$ cat config.mk
export PLATFORM = sky130hd
export DESIGN_NAME = pts_io_top
export DESIGN_NICKNAME = d
export VERILOG_FILES = /design/src/inc/pts_pkg.sv /design/src/hdl/pts_sync.sv /design/src/hdl/pts_pwm.sv /design/src/hdl/pts_io_top.sv
export SDC_FILE = /design/constraint.sdc
export NUM_CORES = 1
export LEC_CHECK = 0
export ABC_CLOCK_PERIOD_IN_PS = 9550
export BUFFER_PORTS_ARGS = -buffer_cell sky130_fd_sc_hd__buf_2
export CORE_MARGIN = 2
export CORE_UTILIZATION = 60
export DETAILED_ROUTE_END_ITERATION = 12
export PLACE_DENSITY = 0.84
export REMOVE_ABC_BUFFERS = 1
export SYNTH_ARGS = -nofsm -noshare
export SYNTH_HDL_FRONTEND = slang
export SYNTH_SLANG_ARGS = --single-unit
$ cat constraint.sdc
create_clock -name clk -period 9.55 [get_ports clk]
set_input_delay 0.4775 -clock clk [delete_from_list [all_inputs] [get_ports clk]]
set_output_delay 0.4775 -clock clk [all_outputs]
set_load 0.005 [all_outputs]
$ cat src/inc/pts_pkg.sv
/*
  Shared constants, carrier types and helpers for the pattern trigger and
  peer sync pin logic.
  Assumes one 25 MHz core clock; every pin is asynchronous to it.
*/
package pts_pkg;

  // core clock
  localparam int CLK_PERIOD_NS = 40;

  // sequence align low pulse, a least time so it rounds up
  localparam int ALIGN_PULSE_NS = 400;
  localparam int ALIGN_PULSE_CYCLES =
    (ALIGN_PULSE_NS + CLK_PERIOD_NS - 1) / CLK_PERIOD_NS;

  // frame timing high pulse, a least time so it rounds up
  localparam int FRAME_PULSE_NS = 400;
  localparam int FRAME_PULSE_CYCLES =
    (FRAME_PULSE_NS + CLK_PERIOD_NS - 1) / CLK_PERIOD_NS;

  // frame period, a longest time so it rounds down
  localparam int FRAME_PERIOD_US = 16667;
  localparam int FRAME_PERIOD_CYCLES =
    (FRAME_PERIOD_US * 1000) / CLK_PERIOD_NS;

  // widths of the steering inputs and the align counter
  localparam int PWM_WIDTH = 8;
  localparam int INDEX_WIDTH = 8;
  localparam int EXPOSE_WIDTH = 24;
  localparam int ALIGN_CNT_WIDTH = 8;

  // colour lane positions inside a duty vector
  localparam int LANE_BLUE = 0;
  localparam int LANE_GREEN = 1;
  localparam int LANE_RED = 2;
  localparam int LANES = 3;

  // sequencer states
  typedef enum logic [1:0] {
    ST_IDLE,
    ST_EXPOSE,
    ST_WAIT
  } pts_state_e;

  // one bit per light source
  typedef struct packed {
    logic red;
    logic green;
    logic blue;
  } pts_rgb_s;

  localparam pts_rgb_s RGB_OFF = '{red: 1'b0, green: 1'b0, blue: 1'b0};

  // pwm duty per lane
  typedef logic [LANES-1:0][PWM_WIDTH-1:0] pts_duty_t;

  // asynchronous pin inputs, carried together through the synchroniser
  typedef struct packed {
    logic advance;
    logic run;
    logic role;
    logic peerPresent;
    logic seqAlign;
    logic frameTiming;
  } pts_pins_s;

  localparam pts_pins_s PINS_RESET = '0;

  // edge helpers used on several synchronised pins
  function automatic logic pts_rise(input logic cur, input logic prev);
    return cur & ~prev;
  endfunction : pts_rise

  function automatic logic pts_fall(input logic cur, input logic prev);
    return ~cur & prev;
  endfunction : pts_fall

endpackage : pts_pkg

$ cat src/hdl/pts_sync.sv
/*
  Two-flop synchroniser for a vector of independent pin levels.
  Assumes each bit is a slow level; bits are not coherent with each other.
*/
`timescale 1ns/100ps
`default_nettype none

module pts_sync #(
  parameter int WIDTH = 1,
  parameter logic [WIDTH-1:0] RESET_VALUE = '0
) (
  input wire logic clk,
  input wire logic rst,
  input wire logic [WIDTH-1:0] async,
  output logic [WIDTH-1:0] synced
);

  logic [WIDTH-1:0] stage1;

  // first stage is read only by the second stage
  always_ff @(posedge clk or posedge rst) begin
    if (rst) begin
      stage1 <= RESET_VALUE;
      synced <= RESET_VALUE;
    end else begin
      stage1 <= async;
      synced <= stage1;
    end
  end

endmodule : pts_sync

`default_nettype wire

$ cat src/hdl/pts_pwm.sv
/*
  Free-running pwm generator for one light-source current lane.
  Assumes the duty value is stable logic on the same clock.
*/
`timescale 1ns/100ps
`default_nettype none

module pts_pwm #(
  parameter int WIDTH = 8
) (
  input wire logic clk,
  input wire logic rst,
  input wire logic enable,
  input wire logic [WIDTH-1:0] duty,
  output logic pwm
);

  logic [WIDTH-1:0] phase;

  // period is 2**WIDTH cycles; duty of all ones never quite reaches 100%
  always_ff @(posedge clk or posedge rst) begin
    if (rst) begin
      phase <= '0;
    end else begin
      phase <= phase + 1'b1;
    end
  end

  // output low whenever the lane is disabled
  always_ff @(posedge clk or posedge rst) begin
    if (rst) begin
      pwm <= 1'b0;
    end else begin
      pwm <= enable && (phase < duty);
    end
  end
endmodule : pts_pwm

`default_nettype wire

$ cat src/hdl/pts_io_top.sv
/*
  Pattern trigger, light-source and two-controller sync pin logic.
  Assumes the sequencing firmware side drives the steering inputs on clk;
  all pins arrive asynchronously and open-drain wires resolve outside.
*/
// Functional notes
// - advance trigger steps the pattern sequence
// - run trigger rising edge starts display
// - run trigger falling edge stops display
// - software start/stop also controls running
// - exposure output high during pattern exposure
// - first pattern output marks first pattern
// - per-colour pwm sets source current
// - per-colour enables switch sources
// - secondary keeps trigger and source pins idle
// - role select high means primary
// - secondary flags presence high; primary reads it
// - primary drives peer serial chip select
// - shared sequence align line keeps sequences aligned
// - primary frame timing feeds both controllers
// - secondary leaves frame timing output undriven
`timescale 1ns/100ps
`default_nettype none

module pts_io_top
  import pts_pkg::*;
#(
  parameter int unsigned FRAME_CYCLES = FRAME_PERIOD_CYCLES,
  parameter int INDEX_W = INDEX_WIDTH,
  parameter int EXPOSE_W = EXPOSE_WIDTH,
  parameter int PWM_W = PWM_WIDTH
) (
  input wire logic clk,
  input wire logic rst,
  input wire logic patternAdvanceIn,
  input wire logic patternRunIn,
  input wire logic roleSelect,
  input wire logic peerPresentIn,
  input wire logic sequenceAlignIn,
  input wire logic frameTimingIn,
  input wire logic videoPatternMode,
  input wire logic swStartCmd,
  input wire logic swStopCmd,
  input wire logic selfReady,
  input wire logic peerSelectReq,
  input wire logic [INDEX_W-1:0] patternCount,
  input wire logic [EXPOSE_W-1:0] exposureCycles,
  input wire pts_rgb_s sourceMask,
  input wire logic [LANES-1:0][PWM_W-1:0] sourceDuty,
  output logic exposureActiveOut,
  output logic firstPatternOut,
  output logic redSourcePwm,
  output logic greenSourcePwm,
  output logic blueSourcePwm,
  output logic redSourceEnable,
  output logic greenSourceEnable,
  output logic blueSourceEnable,
  output logic peerPresentOut,
  output logic peerPresentOe,
  output logic peerSerialSelectN,
  output logic peerSerialSelectOe,
  output logic sequenceAlignOut,
  output logic sequenceAlignOe,
  output logic frameTimingOut,
  output logic frameTimingOe,
  output logic isPrimary,
  output logic peerReady,
  output logic [INDEX_W-1:0] patternIndex,
  output logic sequenceRestart,
  output logic frameTick
);

  localparam int FRAME_W = $clog2(FRAME_CYCLES + 1);
  localparam logic [FRAME_W-1:0] FRAME_LAST = FRAME_W'(FRAME_CYCLES - 1);
  localparam logic [FRAME_W-1:0] FRAME_HIGH = FRAME_W'(FRAME_PULSE_CYCLES);
  localparam logic [ALIGN_CNT_WIDTH-1:0] ALIGN_LOAD =
    ALIGN_CNT_WIDTH'(ALIGN_PULSE_CYCLES);

  pts_pins_s pinsAsync;
  pts_pins_s pinsSync;
  pts_pins_s pinsPrev;
  pts_state_e state;
  pts_state_e next_state;
  logic [INDEX_W-1:0] next_index;
  logic [EXPOSE_W-1:0] exposeCnt;
  logic [ALIGN_CNT_WIDTH-1:0] alignCnt;
  logic [FRAME_W-1:0] frameCnt;
  logic runFlag;
  logic advRise;
  logic runRise;
  logic runFall;
  logic goNow;
  logic startExpose;
  pts_rgb_s lampOn;

  //////////////////////////////////////////////////////////////////////////
  // pin synchronisers and edge detection

  assign pinsAsync = '{advance: patternAdvanceIn, run: patternRunIn,
                       role: roleSelect, peerPresent: peerPresentIn,
                       seqAlign: sequenceAlignIn,
                       frameTiming: frameTimingIn};

  // every pin crosses two flops before any edge logic looks at it
  pts_sync #(
    .WIDTH($bits(pts_pins_s)),
    .RESET_VALUE(PINS_RESET)
  ) u_pinSync (
    .clk(clk),
    .rst(rst),
    .async(pinsAsync),
    .synced(pinsSync)
  );

  // previous synced levels for edge detection
  always_ff @(posedge clk or posedge rst) begin
    if (rst) begin
      pinsPrev <= PINS_RESET;
    end else begin
      pinsPrev <= pinsSync;
    end
  end

  assign advRise = pts_rise(pinsSync.advance, pinsPrev.advance);
  assign runRise = pts_rise(pinsSync.run, pinsPrev.run);
  assign runFall = pts_fall(pinsSync.run, pinsPrev.run);

  //////////////////////////////////////////////////////////////////////////
  // role and peer presence

  // role follows the strap level; reset reads secondary so pins stay quiet
  always_ff @(posedge clk or posedge rst) begin
    if (rst) begin
      isPrimary <= 1'b0;
      peerReady <= 1'b0;
    end else begin
      isPrimary <= pinsSync.role;
      peerReady <= pinsSync.role && pinsSync.peerPresent;
    end
  end

  // secondary pulls the presence line high once ready; pulldown otherwise
  always_ff @(posedge clk or posedge rst) begin
    if (rst) begin
      peerPresentOut <= 1'b0;
      peerPresentOe <= 1'b0;
    end else begin
      peerPresentOut <= !isPrimary && selfReady;
      peerPresentOe <= !isPrimary && selfReady;
    end
  end

  // peer chip select is driven only by the primary, idle high
  always_ff @(posedge clk or posedge rst) begin
    if (rst) begin
      peerSerialSelectN <= 1'b1;
      peerSerialSelectOe <= 1'b0;
    end else begin
      peerSerialSelectN <= !(isPrimary && peerSelectReq);
      peerSerialSelectOe <= isPrimary;
    end
  end

  //////////////////////////////////////////////////////////////////////////
  // run control: trigger edges and software commands share one flag

  // a stop from either source wins over a start in the same cycle
  always_ff @(posedge clk or posedge rst) begin
    if (rst) begin
      runFlag <= 1'b0;
    end else if (runFall || swStopCmd) begin
      runFlag <= 1'b0;
    end else if (runRise || swStartCmd) begin
      runFlag <= 1'b1;
    end
  end

  assign goNow = runFlag && videoPatternMode && isPrimary;

  //////////////////////////////////////////////////////////////////////////
  // pattern sequencer

  // next state and pattern index
  always_comb begin
    next_state = state;
    next_index = patternIndex;
    unique case (state)
      ST_IDLE: begin
        if (goNow) begin
          next_state = ST_EXPOSE;
          next_index = '0;
        end
      end
      ST_EXPOSE: begin
        if (!goNow) begin
          next_state = ST_IDLE;
        end else if (exposeCnt <= EXPOSE_W'(1)) begin
          next_state = ST_WAIT;
        end
      end
      ST_WAIT: begin
        if (!goNow) begin
          next_state = ST_IDLE;
        end else if (advRise) begin
          next_state = ST_EXPOSE;
          if (patternIndex + 1'b1 >= patternCount) begin
            next_index = '0;
          end else begin
            next_index = patternIndex + 1'b1;
          end
        end
      end
    endcase
  end

  assign startExpose = (next_state == ST_EXPOSE) && (state != ST_EXPOSE);

  // state, index and exposure countdown; a zero length acts as one
  always_ff @(posedge clk or posedge rst) begin
    if (rst) begin
      state <= ST_IDLE;
      patternIndex <= '0;
      exposeCnt <= '0;
    end else begin
      state <= next_state;
      patternIndex <= next_index;
      if (startExpose) begin
        exposeCnt <= exposureCycles;
      end else if (exposeCnt != '0) begin
        exposeCnt <= exposeCnt - 1'b1;
      end
    end
  end

  // trigger outputs track the state they describe
  always_ff @(posedge clk or posedge rst) begin
    if (rst) begin
      exposureActiveOut <= 1'b0;
      firstPatternOut <= 1'b0;
    end else begin
      exposureActiveOut <= next_state == ST_EXPOSE;
      firstPatternOut <= (next_state == ST_EXPOSE)
                         && (next_index == '0);
    end
  end

  //////////////////////////////////////////////////////////////////////////
  // light sources

  // sources lit only while exposing, so a stop darkens them at once
  always_ff @(posedge clk or posedge rst) begin
    if (rst) begin
      lampOn <= RGB_OFF;
    end else if (next_state == ST_EXPOSE) begin
      lampOn <= sourceMask;
    end else begin
      lampOn <= RGB_OFF;
    end
  end

  assign redSourceEnable = lampOn.red;
  assign greenSourceEnable = lampOn.green;
  assign blueSourceEnable = lampOn.blue;

  pts_pwm #(.WIDTH(PWM_W)) u_pwmRed (
    .clk(clk),
    .rst(rst),
    .enable(lampOn.red),
    .duty(sourceDuty[LANE_RED]),
    .pwm(redSourcePwm)
  );

  pts_pwm #(.WIDTH(PWM_W)) u_pwmGreen (
    .clk(clk),
    .rst(rst),
    .enable(lampOn.green),
    .duty(sourceDuty[LANE_GREEN]),
    .pwm(greenSourcePwm)
  );

  pts_pwm #(.WIDTH(PWM_W)) u_pwmBlue (
    .clk(clk),
    .rst(rst),
    .enable(lampOn.blue),
    .duty(sourceDuty[LANE_BLUE]),
    .pwm(blueSourcePwm)
  );

  //////////////////////////////////////////////////////////////////////////
  // sequence align line

  // primary pulls the shared line low as the first pattern starts
  always_ff @(posedge clk or posedge rst) begin
    if (rst) begin
      alignCnt <= '0;
    end else if (startExpose && next_index == '0) begin
      alignCnt <= ALIGN_LOAD;
    end else if (alignCnt != '0) begin
      alignCnt <= alignCnt - 1'b1;
    end
  end

  // open drain: drives only low, the pullup makes the high
  always_ff @(posedge clk or posedge rst) begin
    if (rst) begin
      sequenceAlignOut <= 1'b0;
      sequenceAlignOe <= 1'b0;
      sequenceRestart <= 1'b0;
    end else begin
      sequenceAlignOut <= 1'b0;
      sequenceAlignOe <= isPrimary && (alignCnt != '0);
      sequenceRestart <= !isPrimary
        && pts_fall(pinsSync.seqAlign, pinsPrev.seqAlign);
    end
  end

  //////////////////////////////////////////////////////////////////////////
  // frame timing

  // free-running frame counter, held at zero in the secondary
  always_ff @(posedge clk or posedge rst) begin
    if (rst) begin
      frameCnt <= '0;
    end else if (!isPrimary || frameCnt == FRAME_LAST) begin
      frameCnt <= '0;
    end else begin
      frameCnt <= frameCnt + 1'b1;
    end
  end

  // secondary leaves its output floating; loopback input serves both
  always_ff @(posedge clk or posedge rst) begin
    if (rst) begin
      frameTimingOut <= 1'b0;
      frameTimingOe <= 1'b0;
      frameTick <= 1'b0;
    end else begin
      frameTimingOut <= isPrimary && (frameCnt < FRAME_HIGH);
      frameTimingOe <= isPrimary;
      frameTick <= pts_rise(pinsSync.frameTiming,
                            pinsPrev.frameTiming);
    end
  end
endmodule : pts_io_top

`default_nettype wire

# ---- Word-level counts from Yosys, hierarchy flattened
# Index checks and enable logic that the tools add are counted.
dict set report totals {
  register_bits 119
  latchBits 0
  ram_bits 0
  romBits 0
  in_bits 72
  output_inout_bits 28
  wordCells 105
  mem_count 0
}
dict set report op_classes {
  n_addsub 7
  mul 0
  div_mod_pow 0
  n_lt_le_gt_ge 6
  n_eq_ne 5
  shifts 0
  n_mux 19
  bitwise 10
  n_reduce_logical 26
}
# op count
set ops {}
lappend ops {{$mux 24} 2}
lappend ops {{$mux 8} 6}
lappend ops {{$add 8x1->8 const B} 4}
lappend ops {{$le 24x1->1 const B} 1}
lappend ops {{$lt 8x8->1} 3}
lappend ops {{$reduce_bool 24->1} 1}
lappend ops {{$sub 24x1->24 const B} 1}
lappend ops {{$add 19x1->19 const B} 1}
lappend ops {{$eq 19x19->1 const B} 1}
lappend ops {{$lt 19x4->1 const B} 1}
lappend ops {{$mux 19} 1}
lappend ops {{$pmux 8 s2} 1}
lappend ops {{$logic_and 1x1->1} 14}
lappend ops {{$mux 2} 5}
lappend ops {{$ge 8x8->1} 1}
lappend ops {{$logic_not 8->1} 1}
lappend ops {{$reduce_bool 8->1} 1}
lappend ops {{$sub 8x1->8 const B} 1}
lappend ops {{$pmux 2 s3} 1}
lappend ops {{$reduce_bool 2->1} 3}
lappend ops {{$and 1x1->1} 5}
lappend ops {{$not 1->1} 5}
lappend ops {{$eq 2x1->1 const B} 2}
lappend ops {{$logic_or 1x1->1} 3}
lappend ops {{other kinds (6)} 8}

# ---- Longest topological paths before layout
# Gate-level depths: netlist of the first run.
dict set report depth {
  depth_word 9
  mapped_depth 13
  mapped_depth_nobuf 12
}

# ---- Modules after synthesis
# Synthesis of the first run repeated with hierarchy kept, for this count alone.
dict set report hier_totals {
  cells_unflattened 592
  hier_area_um2 6198.4
}
# module n_inst cells_per_inst area_each_um2 seq_area_each_um2
set modules_own_cells {}
lappend modules_own_cells {pts_io_top 1 441 4336.7 2003.2}
lappend modules_own_cells {pts_pwm 3 46 519.2 225.2}
lappend modules_own_cells {pts_sync 1 13 304.0 300.3}

# ---- Worst setup path before layout of the first run
# No wires, ideal clock.
dict set report synth_path {
  path_kind {reg-to-reg}
  startpoint {reg patternIndex[2]}
  endpoint {reg alignCnt[0]}
  setup_time_ns 0.082
  t_arrival_ns 2.453
  required_ns 9.468
  path_slack_ns 7.015
  path_stages_with_launch 12
  n_path_buf 1
  period_less_slack_ns 2.535
  cell_sequence {dfrtp_1 > clkbuf_1 > nand4_1 > nor2_1 > nand3_1 > xnor2_1 > ha_1 > nand3_1 > and4b_1 > o21ai_0 > o31a_1 > a31oi_1}
}
dict set report synth_between {
  elab_chain_cells 9
  word_cells_on_any_way 11
  classes_between {1 x add/sub; 1 x order compare; 6 x mux; 3 x reduce/logical}
}
# element line
set synth_lines {}
lappend synth_lines {{from (decl)} pts_io_top.sv:68} ;# output logic [INDEX_W-1:0] patternIndex,
lappend synth_lines {{from (signal assigned)} pts_io_top.sv:226} ;# patternIndex <= next_index;
lappend synth_lines {{$add 8x1->8} {pts_io_top.sv:206, pts_io_top.sv:209}}
lappend synth_lines {{$ge 8x8->1} pts_io_top.sv:206} ;# if (patternIndex + 1'b1 >= patternCount) begin
lappend synth_lines {{$mux 8} pts_io_top.sv:206}
lappend synth_lines {{$mux 8} pts_io_top.sv:204} ;# end else if (advRise) begin
lappend synth_lines {{$mux 8} pts_io_top.sv:202} ;# if (!goNow) begin
lappend synth_lines {{$pmux 8 s2 (*)} pts_io_top.sv:187} ;# unique case (state)
lappend synth_lines {{$logic_not 8->1 (*)} pts_io_top.sv:296} ;# end else if (startExpose && next_index == '0) begin
lappend synth_lines {{$logic_and 1x1->1 (*)} pts_io_top.sv:296}
lappend synth_lines {{$mux 8 or $reduce_bool 2->1 (tied branches)} --}
lappend synth_lines {{to (signal assigned)} pts_io_top.sv:299} ;# alignCnt <= alignCnt - 1'b1;
lappend synth_lines {{to (decl)} pts_io_top.sv:86} ;# logic [ALIGN_CNT_WIDTH-1:0] alignCnt;
# Every way passes the cells marked *; elsewhere a longest branch is shown, timed or not.
# A chain may end at the register's enable or synchronous reset.

# ---- Worst setup path after layout of the first run
dict set report layout_path {
  startpoint {reg patternIndex[0]}
  endpoint {reg patternIndex[1]}
}
dict set report layout_between {
  elab_chain_cells 6
}
# element line
set layout_lines {}
lappend layout_lines {{$add 8x1->8 (*)} {pts_io_top.sv:206, pts_io_top.sv:209}}
lappend layout_lines {{$ge 8x8->1} pts_io_top.sv:206}
lappend layout_lines {{$mux 8 (*)} pts_io_top.sv:206}
lappend layout_lines {{$mux 8 (*)} pts_io_top.sv:204}
lappend layout_lines {{$mux 8 (*)} pts_io_top.sv:202}
lappend layout_lines {{$pmux 8 s2 (*)} pts_io_top.sv:187}
lappend layout_lines {{named net next_index[1]} pts_io_top.sv:84} ;# logic [INDEX_W-1:0] next_index;
# The timed path passes the listed nets; every way through them passes the cells marked *.

==> results.yml, run 1 <==
outcome:
  outcome: "completed"
power_and_ir_drop:
  intPower_mw: 1.13
  p_switching_uw: 491
  swShare_pct: 30.2
  ir_drop_mv: 0.163
  combPwrFrac_pct: 21.4
  clkPwrFrac_pct: 37.9
  leakage_nw: 3.64
  powerDensity_mw_per_mm2: 220
  p_seq_share_pct: 40.7
  total_power_mw: 1.62
grt:
  grt_pass1_wl_mm: 21.7
  grt.total_usage_pct: 24.5
  busiest_layer: "met2"
  grt_overflow: 0
  grt_pass1_vias: 4777
  antenna_found_initial: 0
  use_met3_pct: 5.69
  met2_usage_pct: 41.6
  gr-usage-met1_pct: 30.6
  grt_max_degree: 71
critical_path:
  worst-path-buf-inv: 0
  critical_path.top_delay_family: "simple AND/OR/NAND/NOR gates"
  arrival_ns: 3.55
  regToRegSetupSlack_ns: 6.46
  path_cells: "ha_1, nand3_1, nor2_1, xor2_1, ha_1, nand3_1, and4b_1, o21ai_0, nor3_1, a22o_1"
  slowest_delay_ns: 0.55
  reg2reg_to: "patternIndex[1]"
  r2r_cells: 10
  cp-start-kind: "register"
  endpoint_kind: "register"
  r2r_start: "patternIndex[0]"
  crit_required_ns: 10.00
  critPathKind: "reg2reg"
  crit_slowest_cell: "nor3_1"
  critPathMaxFanout: 10
route:
  vias: 4769
  detail-route-antenna-nets: 0
  vias_per_cell: 5.47
  drt_iter0_drc: 325
  drc: 0
  drt_wl_total_mm: 12.7
  wire_per_inst_um: 14.5
  firstDrtPassIters: 5
timing:
  period_needed_ns: 3.09
  max_slew_margin_pct: 43.6
  setup_viol: 0
  slew_violations: 0
  whs_ns: 0.0514
  max_freq_mhz: 323
  fin_ws_ns: 6.46
  rsz0062_at_grt: "no"
  clock_skew_ns: 0.00580
  hold_viol_final: 0
  tightest_slew_ns: 0.847
  setup_tns_ns: 0
  finalCritPeriodShare_pct: 32.4
die:
  dieArea_mm2: 0.0111
  die_h_um: 106
  io_pins: 100
  fp.coreArea_mm2: 0.0102
  die_w_um: 106
  rows: 37
  start_util_pct: 60.8
logic_synthesis:
  seq_area_frac_synth_pct: 48.1
  ys_async_sr_fraction_pct: 100
  yosysWarnings: 0
  synthFlopType: "dfrtp_1"
  syn_area_per_cell_um2: 9.94
  synth_top_area_cell: "dfrtp_1"
  netlist_instances: 623
  synth_edf_count: 0
  yosys.area.top_type_share_pct: 47.7
  synth_cell_types: 60
  synth_area_mm2: 0.00619
  synthTopCellsByArea: "dfrtp_1, ha_1, xnor2_1, xor2_1, nand2_1"
  ys_seq_elements: 119
finish:
  layout-drive-gt1-share_pct: 20.5
  final_cell_mix: "dfrtp_1, buf_2, nand2_1"
  instances_no_fill: 872
  final_common_cell: "dfrtp_1"
  finalNetCount: 837
  final_area_mm2: 0.00737
  syn2layout_area_growth_pct: 19.0
  diodes: 0
  fin_util_pct: 72.4
  nFillCells: 728
cts:
  postCtsHoldBufs: 0
  cts_buffers: 17
  cts_sinks: 119
  cts_buffer_depth: 2
  cts.clk_slew.worst_paths_ns: 0.06
  cts_root_buf: "clkbuf_8"
  clock_latency_ns: 0.52
  cts_tree: "done"
  cts_max_level: 4
  cts_resized: 0
  cts_setup_buffers: 0
placement:
  dp_hpwl_mm: 9.01
  place_ws_ns: 6.51
  dpl.cell_count: 840
  placed_cell_area_mm2: 0.00679
  port_buffers: 98
  globalplace.congestion: 0.894
job:
  drv_cap: 0
min_path:
  min_path_type: "in2async"
## worst reg2reg max path, cell delays in order, from the launching register on
cell	delay (ns)
dfrtp_1	0.50
ha_1	0.32
nand3_1	0.16
nor2_1	0.16
xor2_1	0.29
ha_1	0.32
nand3_1	0.08
and4b_1	0.23
o21ai_0	0.20
nor3_1	0.55
a22o_1	0.23
## sequential cells by signal, summed over array words and instances (netlist names), 2 cells and up
signal / flops
frameCnt: 19
exposeCnt: 24
alignCnt: 8
u_pwmRed.phase: 8
patternIndex: 8
u_pinSync.stage1: 6
u_pwmGreen.phase: 8
u_pwmBlue.phase: 8
state: 2
u_pinSync.synced: 6
pinsPrev: 4
## area by class of cell
cell class | count | area (um2) | area share, %
Sequential cell | 119 | 2980 | 40.4
Multi-Input combinational cell | 434 | 2940 | 39.8
Timing Repair Buffer | 101 | 513 | 6.96
Clock buffer | 21 | 459 | 6.23
Inverter | 50 | 190 | 2.58
Tap cell | 136 | 170 | 2.31
Clock inverter | 11 | 123 | 1.66
## worst max path at each step
stage	start	endpoint	cells past startpoint
finish	patternIndex[0]	patternIndex[1]	10
global route	patternIndex[0]	patternIndex[7]	10
CTS	patternIndex[0]	patternIndex[3]	10
detailed placement	patternIndex[0]	patternIndex[7]	10
global placement	patternIndex[0]	patternIndex[7]	10
floorplan	rst	alignCnt[0]	1
## power groups by stage
stage | clock network, mW | logic, mW | registers [mW]
after global placement | 0 | 0.325 | 0.662
after floorplan | 0 | 0.247 | 0.654
final | 0.616 | 0.347 | 0.661
after CTS | 0.626 | 0.350 | 0.660
after global routing | 0.649 | 0.397 | 0.674
after detailed placement | 0 | 0.341 | 0.668
## cell usage after synthesis, types with 3 or more instances
cell	number
o211ai_1	4
nor2_1	45
or4_1	3
nor2b_1	10
and3_1	10
a22o_1	4
nand3_1	20
nand2b_1	5
nor3b_1	3
clkbuf_1	14
o21ai_0	36
nand4_1	13
a211oi_1	6
a21oi_1	12
dfrtp_1	118
a31oi_1	7
nor4_1	6
xnor2_1	38
or2_2	5
xor2_1	26
nand2_1	56
inv_1	50
buf_4	3
ha_1	42
nor3_1	21
a21o_1	9
o31ai_1	7
or3_1	8
and4_1	4
## routing by layer
metal / wire length [um] / share of wire [%]
met5: 0 / 0
met4: 207 / 1.6
met3: 630 / 5.0
met2: 6320 / 50
met1: 5530 / 44
## cells by family (layout without fill, tap and decap cells)
family / after synthesis / after routing / synth area share, %
DFF: 119 / 119 / 48.1
xor gates and xnor gates: 64 / 64 / 9.05
buffers and inverters: 70 / 183 / 4.59
other: 1 / 1 / 0.0606
muxes: 3 / 3 / 0.525
adders and majority gates: 43 / 43 / 8.65
and+or+nand+nor: 225 / 225 / 19.0
AOI/OAI and AO/OA: 98 / 98 / 9.98
No activity file was read; power rests on OpenSTA's default activity.
==> inputs of run 2 (changes only) <==
ABC_AREA = 1   (was unset)
ABC_CLOCK_PERIOD_IN_PS = 2800   (was 9550)
CORE_UTILIZATION = 52   (was 60)
PLACE_DENSITY = 0.77   (was 0.84)
clock period = 2.8 ns   (was 9.55 ns; I/O delays follow)
==> run 2 against run 1 <==
Non-clock buffer count rose by 43. Global-route usage fell by 2.1 points. Worst hold slack got worse by 0.039 ns. Die area rose by 20%. Register-to-register slack got worse by 6.3 ns. Combinational power rose to 4.2 times the previous value. Routed wire length rose by 10%. Largest power group is now clock.
==> results.yml, run 2 <==
outcome:
  outcome: "completed"
timing:
  max_slew_margin_pct: 59.4
  max_freq_mhz: 375
  fin_ws_ns: 0.130
  hold_viol_final: 0
  finalCritPeriodShare_pct: 95.3
  setup_viol: 0
  rsz0062_at_grt: "yes"
  period_needed_ns: 2.67
  whs_ns: 0.0128
  slew_violations: 0
  setup_tns_ns: 0
  clock_skew_ns: 0.0219
  tightest_slew_ns: 0.609
grt:
  grt_max_degree: 54
  grt_overflow: 0
  grt_pass1_vias: 5139
  grt.total_usage_pct: 22.4
  grt_pass1_wl_mm: 23.2
  antenna_found_initial: 0
  busiest_layer: "met2"
  gr-usage-met1_pct: 29.2
  met2_usage_pct: 36.4
  use_met3_pct: 6.12
die:
  dieArea_mm2: 0.0134
  rows: 40
  io_pins: 100
  fp.coreArea_mm2: 0.0121
  die_h_um: 116
  start_util_pct: 53.7
  die_w_um: 116
power_and_ir_drop:
  ir_drop_mv: 0.599
  leakage_nw: 4.34
  powerDensity_mw_per_mm2: 738
  total_power_mw: 6.13
cts:
  cts_sinks: 119
  cts_root_buf: "clkbuf_16"
  cts_tree: "done"
  cts_buffers: 17
  clock_latency_ns: 0.42
  cts_max_level: 4
  cts_buffer_depth: 2
  cts.clk_slew.worst_paths_ns: 0.06
finish:
  reg_top3: "exposeCnt: 24 flops, frameCnt: 19 flops"
  multiInputGateArea_mm2: 0.00310
  nFillCells: 971
  regArea_mm2: 0.00298
  layout-drive-gt1-share_pct: 25.1
  top_register: "exposeCnt"
  finalNetCount: 1008
  syn2layout_area_growth_pct: 27.8
  final_common_cell: "nand2_1"
  diodes: 0
  final_cell_mix: "nand2_1, dfrtp_1, inv_1"
  largest_reg_flops: 24
  fin_util_pct: 68.6
logic_synthesis:
  synthFlopType: "dfrtp_1"
  synth_edf_count: 0
  netlist_instances: 740
  synthTopCellsByArea: "dfrtp_1, nand2_1, ha_1, inv_1, xor2_1"
  synth_commonest_cells: "nand2_1, dfrtp_1, inv_1"
  ys_seq_elements: 119
  seq_area_frac_synth_pct: 45.8
  yosys.area.top_type_share_pct: 45.4
  ys_async_sr_fraction_pct: 100
  synth_top_area_cell: "dfrtp_1"
  synth_area_mm2: 0.00650
  synth_most_common_cell: "nand2_1"
  synth_cell_types: 43
  syn_area_per_cell_um2: 8.78
  yosysWarnings: 0
route:
  wire_per_inst_um: 13.0
  vias_per_cell: 4.93
  drc: 0
  drt_wl_total_mm: 14.0
  vias: 5305
  detail-route-antenna-nets: 0
  drt_iter0_drc: 231
  firstDrtPassIters: 5
placement:
  port_buffers: 98
  dp_hpwl_mm: 9.03
  globalplace.congestion: 0.893
  place_ws_ns: 0.0581
critical_path:
  regToRegSetupSlack_ns: 0.13
  arrival_ns: 2.99
  critPathKind: "reg2reg"
  cp-start-kind: "register"
  critPathMaxFanout: 8
  crit_required_ns: 3.12
  endpoint_kind: "register"
min_path:
  min_path_type: "in2reg"
job:
  drv_cap: 0
-- run 2: changes by cell type after synthesis, moves of 10 or more --
cell | before | now
o21ai_0 | 36 | 17
nor2_2 | 0 | 13
nor2_1 | 45 | 72
and3_1 | 10 | 0
nor2b_1 | 10 | 0
o21ai_2 | 0 | 12
xnor2_1 | 38 | 13
inv_1 | 50 | 109
a21oi_1 | 12 | 29
clkbuf_1 | 14 | 1
nand3_1 | 20 | 32
nand2_1 | 56 | 142
-- run 2: final cells by class --
| cell class | count | share of cell area [%] |
|---|---|---|
| flip-flops and latches | 119 | 35.9 |
| inverters | 113 | 5.20 |
| multi-input cells | 499 | 37.3 |
| repair buffers | 144 | 11.3 |
| well taps | 168 | 2.53 |
| clock buffers | 18 | 5.29 |
| clock inverters | 14 | 2.47 |
-- run 2: worst max-delay path: stages, from the launching register on --
cell and delay, ns:
dfrtp_1 0.42, ha_2 0.22, or2_4 0.23, nand2_2 0.08
inv_2 0.05, ha_4 0.25, nand2_2 0.05, nor2_2 0.09
nor2_1 0.05, nand2_1 0.08, nand2_2 0.11, nand3_2 0.10
nand2_1 0.05, nand2_1 0.07, nand2_2 0.07, nor2_2 0.13
nand2_2 0.08, nor2_4 0.14, nand3_4 0.15, nand2_2 0.13
inv_2 0.03
-- run 2: through the flow --
stage | instance area, um2 | instances
2_1_floorplan | 6420 | 731
4_1_cts | 8160 | 1068
3_5_place_dp | 7160 | 1000
5_1_grt | 8310 | 1075
6_report | 8310 | 1075
3_3_place_gp | 7160 | 1000
-- run 2: metal layers --
metal	up-vias	part of all wire, %	routed length, um
met2	147	47	6640
met1	2459	47	6520
met3	13	4.9	685
met5	-	0	0
met4	0	1.1	150
li1	2686	-	-
-- run 2: cell families (layout without fill, tap and decap cells) --
kind of cell | count (synthesis) | count (layout) | share of synthesized area [%]
buffers and inverters | 122 | 289 | 7.82
flip-flops | 119 | 119 | 45.8
AO/OA/AOI/OAI | 83 | 83 | 7.89
XOR/XNOR | 47 | 47 | 6.33
AND/OR/NAND/NOR | 326 | 326 | 24.0
other | 1 | 1 | 0.0577
adder cells (fa/ha/maj) | 42 | 42 | 8.09
-- run 2: where the power goes --
group | internal, mW | switching [mW]
Combinational | 0.615 | 0.857
Sequential | 2.01 | 0.275
Clock | 1.59 | 0.787
-- run 2: path summary, 6_finish.rpt --
kind | start | endpoint | cells past startpoint
worst max-delay path | patternIndex[1] | alignCnt[2] | 20
worst min-delay path | exposureCycles[0] | exposeCnt[0] | 3
worst max register to register | patternIndex[1] | alignCnt[2] | 20
worst min register to register | u_pinSync.stage1[2] | u_pinSync.synced[2] | 0
max in group asynchronous | rst | peerSerialSelectN | 4
min in group asynchronous | rst | greenSourceEnable | 3
-- run 2: timing repair --
| action | CTS | global route |
|---|---|---|
| hold buffers | 36 | 0 |
| buffers inserted | 0 | 7 |
| setup endpoints to repair | 0 | 9 |
| gates resized for setup | 0 | 34 |
| hold endpoints to repair | 81 | 0 |
